--- config.mk ---
export PLATFORM = sky130hd
export DESIGN_NAME = gps_regs
export DESIGN_NICKNAME = d
export VERILOG_FILES = /design/src/verilog/gps_pkg.sv /design/src/verilog/gps_strap_capture.sv /design/src/verilog/gps_sat_counter.sv /design/src/verilog/gps_regs.sv
export SDC_FILE = /design/constraint.sdc
export NUM_CORES = 1
export LEC_CHECK = 0
export BUFFER_PORTS_ARGS = -buffer_cell sky130_fd_sc_hd__buf_2
export CAP_MARGIN = 10
export CORE_MARGIN = 2
export CORE_UTILIZATION = 30
export DETAILED_ROUTE_END_ITERATION = 6
export HOLD_SLACK_MARGIN = 0.06
export MAX_ROUTING_LAYER = met4
export SYNTH_ARGS = -nofsm -noshare
export SYNTH_HDL_FRONTEND = slang
export SYNTH_HIERARCHICAL = 1
export SYNTH_SLANG_ARGS = --single-unit
--- constraint.sdc ---
create_clock -name clk_i -period 1.7 [get_ports clk_i]
set_input_delay 0.34 -clock clk_i [delete_from_list [all_inputs] [get_ports clk_i]]
set_output_delay 0.34 -clock clk_i [all_outputs]
set_load 0.05 [all_outputs]
--- src/verilog/gps_pkg.sv ---
package gps_pkg;

	// Bus geometry: register index lives in adr_i[7:2]
	localparam int unsigned WB_ADR_W  = 8;
	localparam int unsigned WB_DAT_W  = 32;
	localparam int unsigned REG_W     = 16;
	localparam int unsigned IDX_W     = 6;
	localparam int unsigned IDX_LSB   = 2;

	// Register indices; byte address is four times the index
	localparam logic [IDX_W-1:0] IDX_GIG_ADVERT_CONTROL  = 6'h09;
	localparam logic [IDX_W-1:0] IDX_GIG_LINK_STATUS     = 6'h0A;
	localparam logic [IDX_W-1:0] IDX_GIG_ABILITY_STATUS  = 6'h0F;
	localparam logic [IDX_W-1:0] IDX_STRAP_CAPTURE       = 6'h10;

	// Gigabit advertisement control fields
	localparam int unsigned ADV_MULTI_PORT_BIT = 10;
	localparam int unsigned ADV_1000FD_BIT     = 9;
	localparam int unsigned ADV_1000HD_BIT     = 8;
	localparam int unsigned ADV_WR_LANE        = 1;

	// Gigabit link status fields
	localparam int unsigned LS_MS_FAULT_BIT    = 15;
	localparam int unsigned LS_MS_MASTER_BIT   = 14;
	localparam int unsigned LS_LOCAL_RX_BIT    = 13;
	localparam int unsigned LS_REMOTE_RX_BIT   = 12;
	localparam int unsigned LS_LP_1000FD_BIT   = 11;
	localparam int unsigned LS_LP_1000HD_BIT   = 10;
	localparam int unsigned IDLE_CNT_W         = 8;
	localparam logic [IDLE_CNT_W-1:0] IDLE_CNT_MAX  = 8'hFF;
	localparam logic [IDLE_CNT_W-1:0] IDLE_CNT_ZERO = 8'h00;
	localparam logic [IDLE_CNT_W-1:0] IDLE_CNT_ONE  = 8'h01;

	// Fixed ability word: copper full and half duplex only
	localparam logic [REG_W-1:0] ABILITY_STATUS_VALUE = 16'h3000;

	// Strap capture fields
	localparam int unsigned SC_AN_EN_BIT     = 15;
	localparam int unsigned SC_DUPLEX_BIT    = 14;
	localparam int unsigned SC_SPEED_LSB     = 12;
	localparam int unsigned SC_NC_MODE_BIT   = 10;
	localparam int unsigned SC_MAC_CLK_BIT   = 7;
	localparam int unsigned SC_XOVER_BIT     = 6;
	localparam int unsigned SC_MULTI_BIT     = 5;
	localparam int unsigned SC_ADDR_LSB      = 0;

	// Speed strap code that selects gigabit operation
	localparam logic [1:0] SPEED_1000 = 2'h2;

	// Strap pins as sampled while reset is held
	typedef struct packed {
		logic       an_en;
		logic       duplex;
		logic [1:0] speed;
		logic       nc_mode;
		logic       mac_clk_en;
		logic       auto_crossover_strap;
		logic       multi_port;
		logic [4:0] mgmt_address_strap;
	} gps_strap_s;

	// Link-side status and events from the gigabit PCS
	typedef struct packed {
		logic ms_fault;
		logic ms_master;
		logic local_rx_ok;
		logic remote_rx_ok;
		logic lp_1000fd;
		logic lp_1000hd;
		logic idle_err;
	} gps_link_s;

	// Preset values handed to registers held elsewhere
	typedef struct packed {
		logic       basic_an_en;
		logic       basic_duplex;
		logic       basic_speed_msb;
		logic       basic_speed_lsb;
		logic       aux_nc_mode;
		logic       aux_auto_crossover;
		logic       mac_clk_en;
		logic [4:0] mgmt_address;
	} gps_preset_s;

endpackage

--- src/verilog/gps_strap_capture.sv ---
`timescale 1ns/100ps
module gps_strap_capture
	import gps_pkg::*;
(
	// Clock and reset
	input  wire logic       clk_i,
	input  wire logic       rst_i,
	// Strap pins and captured copy
	input  wire gps_strap_s strap_i,
	output gps_strap_s      strap_o
);

	gps_strap_s strap_q;

	// Follow the pins while reset is held, freeze at release
	always_ff @(posedge clk_i) begin
		if (rst_i) begin
			strap_q <= strap_i;
		end
	end

	assign strap_o = strap_q;

endmodule

--- src/verilog/gps_sat_counter.sv ---
`timescale 1ns/100ps
module gps_sat_counter
	import gps_pkg::*;
(
	// Clock and reset
	input  wire logic                  clk_i,
	input  wire logic                  rst_i,
	// Count and clear strobes
	input  wire logic                  inc_i,
	input  wire logic                  clr_i,
	// Current count
	output logic [IDLE_CNT_W-1:0]      cnt_o
);

	logic [IDLE_CNT_W-1:0] cnt_q;

	// Saturating count; an event on the clearing edge survives as one
	always_ff @(posedge clk_i) begin
		if (rst_i) begin
			cnt_q <= IDLE_CNT_ZERO;
		end else if (clr_i) begin
			cnt_q <= inc_i ? IDLE_CNT_ONE : IDLE_CNT_ZERO;
		end else if (inc_i && cnt_q != IDLE_CNT_MAX) begin
			cnt_q <= cnt_q + IDLE_CNT_ONE;
		end
	end

	assign cnt_o = cnt_q;

endmodule

--- src/verilog/gps_regs.sv ---
// Implementation choice: the Wishbone register port.
`timescale 1ns/100ps
// Functional notes
// - Advert bit 9 is read/write; set advertises gigabit full duplex.
// - Advert bit 8 is read/write; set advertises gigabit half duplex.
// - Reset value of both advert bits derives from negotiation, duplex and speed straps.
// - Advert bits 7:0 ignore writes and read zero.
// - Status bit 15 latches master/slave fault, clears after being read.
// - Status bit 14 shows master/slave resolution, one means master.
// - Status bits 11,10 show partner full/half gigabit ability, reset zero; the code passes link_i through live, with no reset.
// - Status bits 9:8 and ability bits 11:0 ignore writes, read zero.
// - Ability bits 15,14 always read zero, no fiber gigabit.
// - Ability bits 13,12 fixed one, copper full and half duplex.
// - Strap bit 15 shows negotiation strap, presets basic control bit 12.
// - Strap bit 14 shows duplex strap, presets basic control bit 8.
// - Strap bits 13:12 show speed strap, preset basic bits 6 and 13.
// - Strap bit 10 shows non-standard strap, presets auxiliary bit 9.
// - Strap bit 7 shows MAC clock output enable strap.
// - Strap bit 6 shows crossover strap, presets auxiliary bit 15.
// - Strap bit 5 shows multi-port strap, presets advert bit 10.
// - Strap bits 4:0 show management address, preset address register.
// - Strap bits 11,9,8 written zero by software, read value meaningless.
// - Strap contents change only at reset, never by software writes.
module gps_regs
	import gps_pkg::*;
(
	// Clock and reset
	input  wire logic                 clk_i,
	input  wire logic                 rst_i,
	// Wishbone classic slave
	input  wire logic                 cyc_i,
	input  wire logic                 stb_i,
	input  wire logic                 we_i,
	input  wire logic [WB_ADR_W-1:0]  adr_i,
	input  wire logic [3:0]           sel_i,
	input  wire logic [WB_DAT_W-1:0]  dat_i,
	output logic                      ack_o,
	output logic [WB_DAT_W-1:0]       dat_o,
	// Strap pins, sampled during reset
	input  wire gps_strap_s           strap_i,
	// Gigabit link status and events
	input  wire gps_link_s            link_i,
	// Advertisement toward negotiation logic
	output logic                      adv_1000fd_o,
	output logic                      adv_1000hd_o,
	output logic                      adv_multi_port_o,
	// Presets for registers held elsewhere
	output gps_preset_s               preset_o
);

	// Bus handshake state
	logic                  ack_q;
	logic [WB_DAT_W-1:0]   dat_q;
	logic                  bus_req;
	logic                  wr_stb;
	logic                  rd_stb;
	logic [IDX_W-1:0]      reg_idx;

	// Register storage and status
	logic                  adv_fd_q;
	logic                  adv_hd_q;
	logic                  adv_multi_q;
	logic                  ms_fault_q;
	logic                  status_rd;
	logic [IDLE_CNT_W-1:0] idle_cnt;
	gps_strap_s            strap_cap;
	logic                  rst_adv_fd;
	logic                  rst_adv_hd;

	// Read views of each register
	logic [REG_W-1:0]      adv_word;
	logic [REG_W-1:0]      status_word;
	logic [REG_W-1:0]      strap_word;
	logic [REG_W-1:0]      rd_word;

	// Request decode; one access per ack
	assign bus_req = cyc_i & stb_i & ~ack_q;
	assign wr_stb  = bus_req & we_i;
	assign rd_stb  = bus_req & ~we_i;
	assign reg_idx = adr_i[IDX_LSB +: IDX_W];

	// Ack one cycle after the request, dropped the cycle after
	always_ff @(posedge clk_i) begin
		if (rst_i) begin
			ack_q <= 1'b0;
		end else begin
			ack_q <= bus_req;
		end
	end

	assign ack_o = ack_q;

	// Strap sampling while reset is held
	gps_strap_capture u_strap (
		.clk_i   (clk_i),
		.rst_i   (rst_i),
		.strap_i (strap_i),
		.strap_o (strap_cap)
	);

	// Gigabit advertisement defaults from live straps during reset
	always_comb begin
		rst_adv_fd = strap_i.an_en && strap_i.speed == SPEED_1000 && strap_i.duplex;
		rst_adv_hd = strap_i.an_en && strap_i.speed == SPEED_1000 && !strap_i.duplex;
	end

	// Advertisement bits, written through byte lane 1 only
	always_ff @(posedge clk_i) begin
		if (rst_i) begin
			adv_fd_q    <= rst_adv_fd;
			adv_hd_q    <= rst_adv_hd;
			adv_multi_q <= strap_i.multi_port;
		end else if (wr_stb && reg_idx == IDX_GIG_ADVERT_CONTROL && sel_i[ADV_WR_LANE]) begin
			adv_fd_q    <= dat_i[ADV_1000FD_BIT];
			adv_hd_q    <= dat_i[ADV_1000HD_BIT];
			adv_multi_q <= dat_i[ADV_MULTI_PORT_BIT];
		end
	end

	assign adv_1000fd_o     = adv_fd_q;
	assign adv_1000hd_o     = adv_hd_q;
	assign adv_multi_port_o = adv_multi_q;

	// A taken read of the link status clears its self-clearing fields
	assign status_rd = rd_stb && reg_idx == IDX_GIG_LINK_STATUS;

	// Fault latch; a fault on the clearing edge wins
	always_ff @(posedge clk_i) begin
		if (rst_i) begin
			ms_fault_q <= 1'b0;
		end else if (link_i.ms_fault) begin
			ms_fault_q <= 1'b1;
		end else if (status_rd) begin
			ms_fault_q <= 1'b0;
		end
	end

	// Idle symbol error count
	gps_sat_counter u_idle_cnt (
		.clk_i (clk_i),
		.rst_i (rst_i),
		.inc_i (link_i.idle_err),
		.clr_i (status_rd),
		.cnt_o (idle_cnt)
	);

	// Advertisement control read view, low byte and top bits zero
	always_comb begin
		adv_word                     = '0;
		adv_word[ADV_MULTI_PORT_BIT] = adv_multi_q;
		adv_word[ADV_1000FD_BIT]     = adv_fd_q;
		adv_word[ADV_1000HD_BIT]     = adv_hd_q;
	end

	// Link status read view, reserved 9:8 zero
	always_comb begin
		status_word                   = '0;
		status_word[LS_MS_FAULT_BIT]  = ms_fault_q;
		status_word[LS_MS_MASTER_BIT] = link_i.ms_master;
		status_word[LS_LOCAL_RX_BIT]  = link_i.local_rx_ok;
		status_word[LS_REMOTE_RX_BIT] = link_i.remote_rx_ok;
		status_word[LS_LP_1000FD_BIT] = link_i.lp_1000fd;
		status_word[LS_LP_1000HD_BIT] = link_i.lp_1000hd;
		status_word[IDLE_CNT_W-1:0]   = idle_cnt;
	end

	// Strap read view from the frozen capture, reserved bits zero
	always_comb begin
		strap_word                                = '0;
		strap_word[SC_AN_EN_BIT]                  = strap_cap.an_en;
		strap_word[SC_DUPLEX_BIT]                 = strap_cap.duplex;
		strap_word[SC_SPEED_LSB +: 2]             = strap_cap.speed;
		strap_word[SC_NC_MODE_BIT]                = strap_cap.nc_mode;
		strap_word[SC_MAC_CLK_BIT]                = strap_cap.mac_clk_en;
		strap_word[SC_XOVER_BIT]                  = strap_cap.auto_crossover_strap;
		strap_word[SC_MULTI_BIT]                  = strap_cap.multi_port;
		strap_word[SC_ADDR_LSB +: 5]              = strap_cap.mgmt_address_strap;
	end

	// Read mux; unmapped indices read zero
	always_comb begin
		case (reg_idx)
			IDX_GIG_ADVERT_CONTROL: begin
				rd_word = adv_word;
			end
			IDX_GIG_LINK_STATUS: begin
				rd_word = status_word;
			end
			IDX_GIG_ABILITY_STATUS: begin
				rd_word = ABILITY_STATUS_VALUE;
			end
			IDX_STRAP_CAPTURE: begin
				rd_word = strap_word;
			end
			default: begin
				rd_word = '0;
			end
		endcase
	end

	// Read data registered with the ack, zero otherwise
	always_ff @(posedge clk_i) begin
		if (rst_i) begin
			dat_q <= '0;
		end else if (rd_stb) begin
			dat_q <= {{(WB_DAT_W-REG_W){1'b0}}, rd_word};
		end else begin
			dat_q <= '0;
		end
	end

	assign dat_o = dat_q;

	// Presets for the basic, auxiliary and address registers
	always_comb begin
		preset_o.basic_an_en        = strap_cap.an_en;
		preset_o.basic_duplex       = strap_cap.duplex;
		preset_o.basic_speed_msb    = strap_cap.speed[1];
		preset_o.basic_speed_lsb    = strap_cap.speed[0];
		preset_o.aux_nc_mode        = strap_cap.nc_mode;
		preset_o.aux_auto_crossover = strap_cap.auto_crossover_strap;
		preset_o.mac_clk_en         = strap_cap.mac_clk_en;
		preset_o.mgmt_address       = strap_cap.mgmt_address_strap;
	end

endmodule

==> run metrics, run 1 <==
outcome=finished, final reports clean; crit path max fanout=13; CP peak stage delay=0.33 ns; vias per cell=4.71; post-route setup TNS=0 ns; I/O Pins=117; grt ovf=0; crit path time final=1.49 ns; crit-path cells=nand3b_1 -> nor4_1 -> o21ai_2 -> a31oi_1; clock sink count=42; Top FF cell, synth=dfxtp_1; # Post-CTS Setup Buffers=0; Hold Crit Class=in2reg; Comb pwr share=16.2%; layout cells sized above 1=37.3%; Cell Area, Synth=0.00185 mm^2; row count=28; top cells by area, synth=dfxtp_1, edfxtp_1, buf_4, a22oi_1, nor2_1; number of synthesized flops with an enable pin=16; Reg power frac=52.0%; Setup crit start kind=register; hold buffer count at cts=0; Final Cell Area=0.00236 mm^2; DR pass1 iterations=4; gr usage total=13.2%; ratio of final minimum period to clock period=87.4%; Post-DP HPWL=3460 um; RSZ-0062 raised after global routing=no; top-area cell type share of the netlist area=28.1%; CTS H-tree depth=2; CP Data Required Time=1.91 ns; clock slew at reported path FFs=0.09 ns; Slew @ Worst Pin=0.574 ns; peak supply drop=409 uV; Synth Warn #=6; crit path DAT=1.70 ns; share of total power in the clock network=31.8%; R2R Setup Slk=0.21 ns; critical path class=reg2reg; hold-critical path depth=1; pin count of the biggest net entering global routing=27; max-cap viol count=0; reg2reg path depth=4; post-CTS resize count=0; fraction of registers with async set/reset=0%; Lkg Pwr=1.03 nW; First DRT Iteration DRCs=109; core area=0.00596 mm^2; pre-CTS WS=-0.0354 ns; Initial Util=31.1%; Die Ht=82.6 um; register area share after synthesis=54.1%; Pint=1.48 mW; Worst Hold Path EP=u_strap/strap_o[0]; I/O Buffers=66; R2R Path End=dat_o[13]; f_max=0.673 GHz; Final Hold Violating Endpoints=0; reg2reg start=ack_o; Layout fillers=618; vias=1525; synth-to-layout area growth=27.2%; Relative slew margins=61.7%; Net Sw Frac=30.8%; Levels on crit path=4; Net Sw Power=0.658 mW; global-route wire length before repair=6430 um; Routed WL=4440 um; Area after DPL=0.00226 mm^2; CTS Buf Count=5; TritonCTS clock tree=yes; #FFs+latches synth=42; Synth area leader=dfxtp_1; Routed wire per std cell=13.7 um; Netlist cell types=47; Clock Skew=0.00815 ns; GPL Wtd Cong=0.888; slowest CP cell=dfxtp_1; hold slack=0.212 ns; die area=0.00682 mm^2; clock root cell=clkbuf_8; Nets=318; drc violations=0; vias in the first global route=1377; antenna cell count=0; Pwr Density=905 mW/mm^2; Setup Viol. Count Final=0; Worst Setup End Kind=register; Syn Area/Cell=10.8 um^2; delay-heaviest family, CP=simple AND/OR/NAND/NOR gates; top-count cell post-synth=dfxtp_1; Worst-Skew Late Latency=0.30 ns; Final ANT Viol Nets=0; most frequent cells after synthesis=dfxtp_1, nor2_1, buf_4, edfxtp_1; Post-Synthesis Cells=171; Die Width=82.6 um; maximum root-to-sink buffer count=2; antenna violations before repair=0; Min-Delay Startpoint=strap_i[0]; Final WS setup=0.214 ns; Max Slew Vio Count=0; worst path bufs/invs=0; Post-Route Utilization=39.6%
## final cells by class
class / count / area [um^2] / area share (%)
timing repair buffer: 76 / 418 / 17.7
sequential: 42 / 1000 / 42.5
multi-input combinational: 116 / 722 / 30.6
clock buffer: 5 / 68.8 / 2.92
inverter: 7 / 26.3 / 1.12
tap: 75 / 93.8 / 3.98
clock inverter: 3 / 26.3 / 1.12
## cell usage in the layout (no fill, tap or decap), types with 4 or more instances in the layout
cell type,netlist,layout
a21oi_1,5,5
a22oi_1,10,10
a31oi_1,6,6
buf_2,1,66
buf_4,17,9
clkbuf_8,0,5
conb_1,1,16
dfxtp_1,26,26
edfxtp_1,16,16
inv_1,7,7
nand2_1,10,10
nand3_1,4,4
nor2_1,18,18
## logic make-up (layout without fill, tap and decap cells)
group                    Yosys count  after routing  synth area share (%)
AND/OR/NAND/NOR                   60             60                  18.9
flip-flops                        42             42                  54.1
AO/OA/AOI/OAI                     33             33                  12.9
buffers and inverters             28             91                  10.0
multiplexers                       5              5                  2.84
adder cells (fa/ha/maj)            1              1                 0.676
other                              1             16                 0.203
XOR/XNOR                           1              1                 0.473
## flip-flops by register name, indices dropped and copies added, names as in the netlist
register / cells
adv_1000fd_o: 1
adv_multi_port_o: 1
u_idle_cnt/cnt_o: 8
dat_o: 16
u_strap/strap_o: 13
adv_1000hd_o: 1
ack_o: 1
ms_fault_q: 1
## layer usage
layer | wire length (um) | share of wire (%) | vias to the layer above | global-route usage, %
met2 | 2240 | 51 | 58 | 21.2
li1 | - | - | 754 | -
met4 | 56 | 1.3 | 0 | 5.41
met1 | 1900 | 43 | 709 | 16.0
met3 | 232 | 5.2 | 4 | 2.93
met5 | 0 | 0 | - | -
## how the worst max path moves through the flow
stage,slack [ns],from,endpoint
after detailed placement,-0.04,adr_i[7],u_idle_cnt/cnt_o[7]
after floorplan,0.15,ack_o,u_idle_cnt/cnt_o[4]
after global routing,0.04,ack_o,dat_o[13]
after global placement,-0.01,adr_i[7],u_idle_cnt/cnt_o[4]
after CTS,0.21,ack_o,dat_o[13]
final,0.21,ack_o,dat_o[13]
## worst register-to-register path, cell delays in order, from the launching register on
cell and delay, ns:
dfxtp_1 0.33, nand3b_1 0.22, nor4_1 0.33, o21ai_2 0.28, a31oi_1 0.25
## metrics by stage
step	std cells	power [mW]
2_1_floorplan	186	1.39
3_3_place_gp	316	1.48
3_5_place_dp	316	1.48
4_1_cts	324	2.16
5_1_grt	324	2.23
6_report	324	2.13
## power groups by stage
stage          clock network (mW)  registers (mW)  logic, mW
3_3_place_gp                    0            1.13      0.344
6_report                    0.679            1.11      0.345
2_1_floorplan                   0            1.23      0.155
5_1_grt                     0.751            1.11      0.364
3_5_place_dp                    0            1.13      0.347
4_1_cts                     0.703            1.11      0.347
No activity file was read; power rests on OpenSTA's default activity.
==> run 2, diff against run 1 <==
--- a/config.mk
+++ b/config.mk
@@ -11,7 +11,6 @@
 export CORE_UTILIZATION = 30
 export DETAILED_ROUTE_END_ITERATION = 6
 export HOLD_SLACK_MARGIN = 0.06
-export MAX_ROUTING_LAYER = met4
 export SYNTH_ARGS = -nofsm -noshare
 export SYNTH_HDL_FRONTEND = slang
 export SYNTH_HIERARCHICAL = 1
==> constraint.sdc (replaced) <==
create_clock -name clk_i -period 1.7 [get_ports clk_i]
set_input_delay 0.255 -clock clk_i [delete_from_list [all_inputs] [get_ports clk_i]]
set_output_delay 0.255 -clock clk_i [all_outputs]
set_load 0.05 [all_outputs]
==> run 2 against run 1 <==
Fmax decreased by 0.42%. Critical path depth unchanged. Utilization up 0.40 points. Clock skew fell by 0.0039 ns. Global-route usage up 0.42 points. Sequential power is essentially flat. Highest routed layer unchanged.
==> run metrics, run 2 (synthesis gave the netlist of run 1 again) <==
Nets=317; Pwr Total=2.26 mW; TritonCTS clock tree=yes; post-route setup TNS=0 ns; Pwr Density=948 mW/mm^2; Layout fillers=614; outcome=finished, final reports clean; hold buffer count at cts=0; GPL Wtd Cong=0.880; CTS H-tree depth=2; Final Hold Violating Endpoints=0; clock slew at reported path FFs=0.08 ns; global-route wire length before repair=6760 um; clock root cell=clkbuf_8; f_max=0.670 GHz; Die Ht=82.6 um; Slew @ Worst Pin=0.625 ns; crit path DAT=1.71 ns; ratio of final minimum period to clock period=87.8%; layout cells sized above 1=37.1%; pre-CTS WS=0.0546 ns; row count=28; crit path max fanout=13; DR pass1 iterations=5; clock sink count=42; I/O Buffers=66; core area=0.00596 mm^2; commonest non-fill, non-tap cell in the layout=buf_2; critical path class=reg2reg; vias per cell=4.69; Final ANT Viol Nets=0; # Post-CTS Setup Buffers=0; Worst-Skew Late Latency=0.30 ns; max-cap viol count=0; Routed wire per std cell=14.3 um; peak supply drop=479 uV; Worst Setup End Kind=register; routed wl met3=273 um; I/O Pins=117; Comb pwr share=15.3%; Net Sw Power=0.648 mW; antenna cell count=0; vias in the first global route=1356; Clock Skew=0.00430 ns; Hold Crit Class=in2reg; Lkg Pwr=1.03 nW; Net Sw Frac=28.7%; max layer used=met4; drc violations=0; most frequent cells in the layout=buf_2, dfxtp_1, nor2_1, conb_1, edfxtp_1; Setup crit start kind=register; antenna violations before repair=0; RSZ-0062 raised after global routing=no; routed wl met2=2340 um; CTS Buf Count=5; Largest register FFs=16; crit path time final=1.49 ns; grt ovf=0; First DRT Iteration DRCs=114; Max Slew Vio Count=0; pin count of the biggest net entering global routing=24; maximum root-to-sink buffer count=2; R2R Setup Slk=0.21 ns; Pint=1.61 mW; vias=1515; Setup Viol. Count Final=0; Die Width=82.6 um; synth-to-layout area growth=28.5%; die area=0.00682 mm^2; CP peak stage delay=0.34 ns; post-CTS resize count=0; Final WS setup=0.208 ns; share of total power in the clock network=35.5%; gr usage total=13.6%; Routed WL=4620 um; Post-Route Utilization=40.0%; slowest CP cell=nor4_1; Post-Route M1 WL=1960 um; Post-DP HPWL=3440 um; CP Data Required Time=1.92 ns; Initial Util=31.1%; crit-path cells=nand3b_1 -> nor4_1 -> o21ai_2 -> a31oi_1; Relative slew margins=58.3%; Reg power frac=49.1%
run 2: power by group through the flow:
stage / Sequential (mW) / Combinational (mW) / Clock [mW]
final: 1.11 / 0.345 / 0.802
after global routing: 1.11 / 0.366 / 0.866
after floorplan: 1.23 / 0.155 / 0
after CTS: 1.11 / 0.347 / 0.821
after global placement: 1.13 / 0.345 / 0
after detailed placement: 1.13 / 0.347 / 0
run 2: final timing paths:
| kind | start | endpoint | cells after the start |
|---|---|---|---|
| worst max-delay path | ack_o | dat_o[13] | 4 |
| worst min-delay path | strap_i[3] | u_strap/strap_o[3] | 1 |
| worst max register to register | ack_o | dat_o[13] | 4 |
| worst min register to register | adv_1000fd_o | dat_o[9] | 1 |
run 2: layout make-up:
type	instances	area, um^2	share of cell area, %
flip-flops and latches	42	1000	42.1
inverters	7	26.3	1.10
well taps	75	93.8	3.94
multi-input cells	116	722	30.3
repair buffers	75	423	17.8
clock buffers	5	68.8	2.89
clock inverters	3	45.0	1.89
run 2: per-layer routing:
| metal | vias to the layer above | track usage (%) |
|---|---|---|
| met4 | 0 | 5.90 |
| met3 | 2 | 3.59 |
| met2 | 62 | 21.5 |
| met1 | 700 | 17.5 |
| li1 | 751 | - |
| met5 | - | 0 |
run 2: through the flow:
stage                     cell area (um^2)  hold WS [ns]  instances
after floorplan                       1910         0.324        186
after global placement                2270         0.433        315
after detailed placement              2270         0.435        315
after CTS                             2380         0.120        323
after global routing                  2380         0.113        323
final                                 2380         0.127        323
run 2: critical path: cells and delay by family (launching register included):
family / cells / cell delay [ns]
AND/OR/NAND/NOR: 2 / 0.56
flip-flops: 1 / 0.32
AO/OA/AOI/OAI: 2 / 0.53
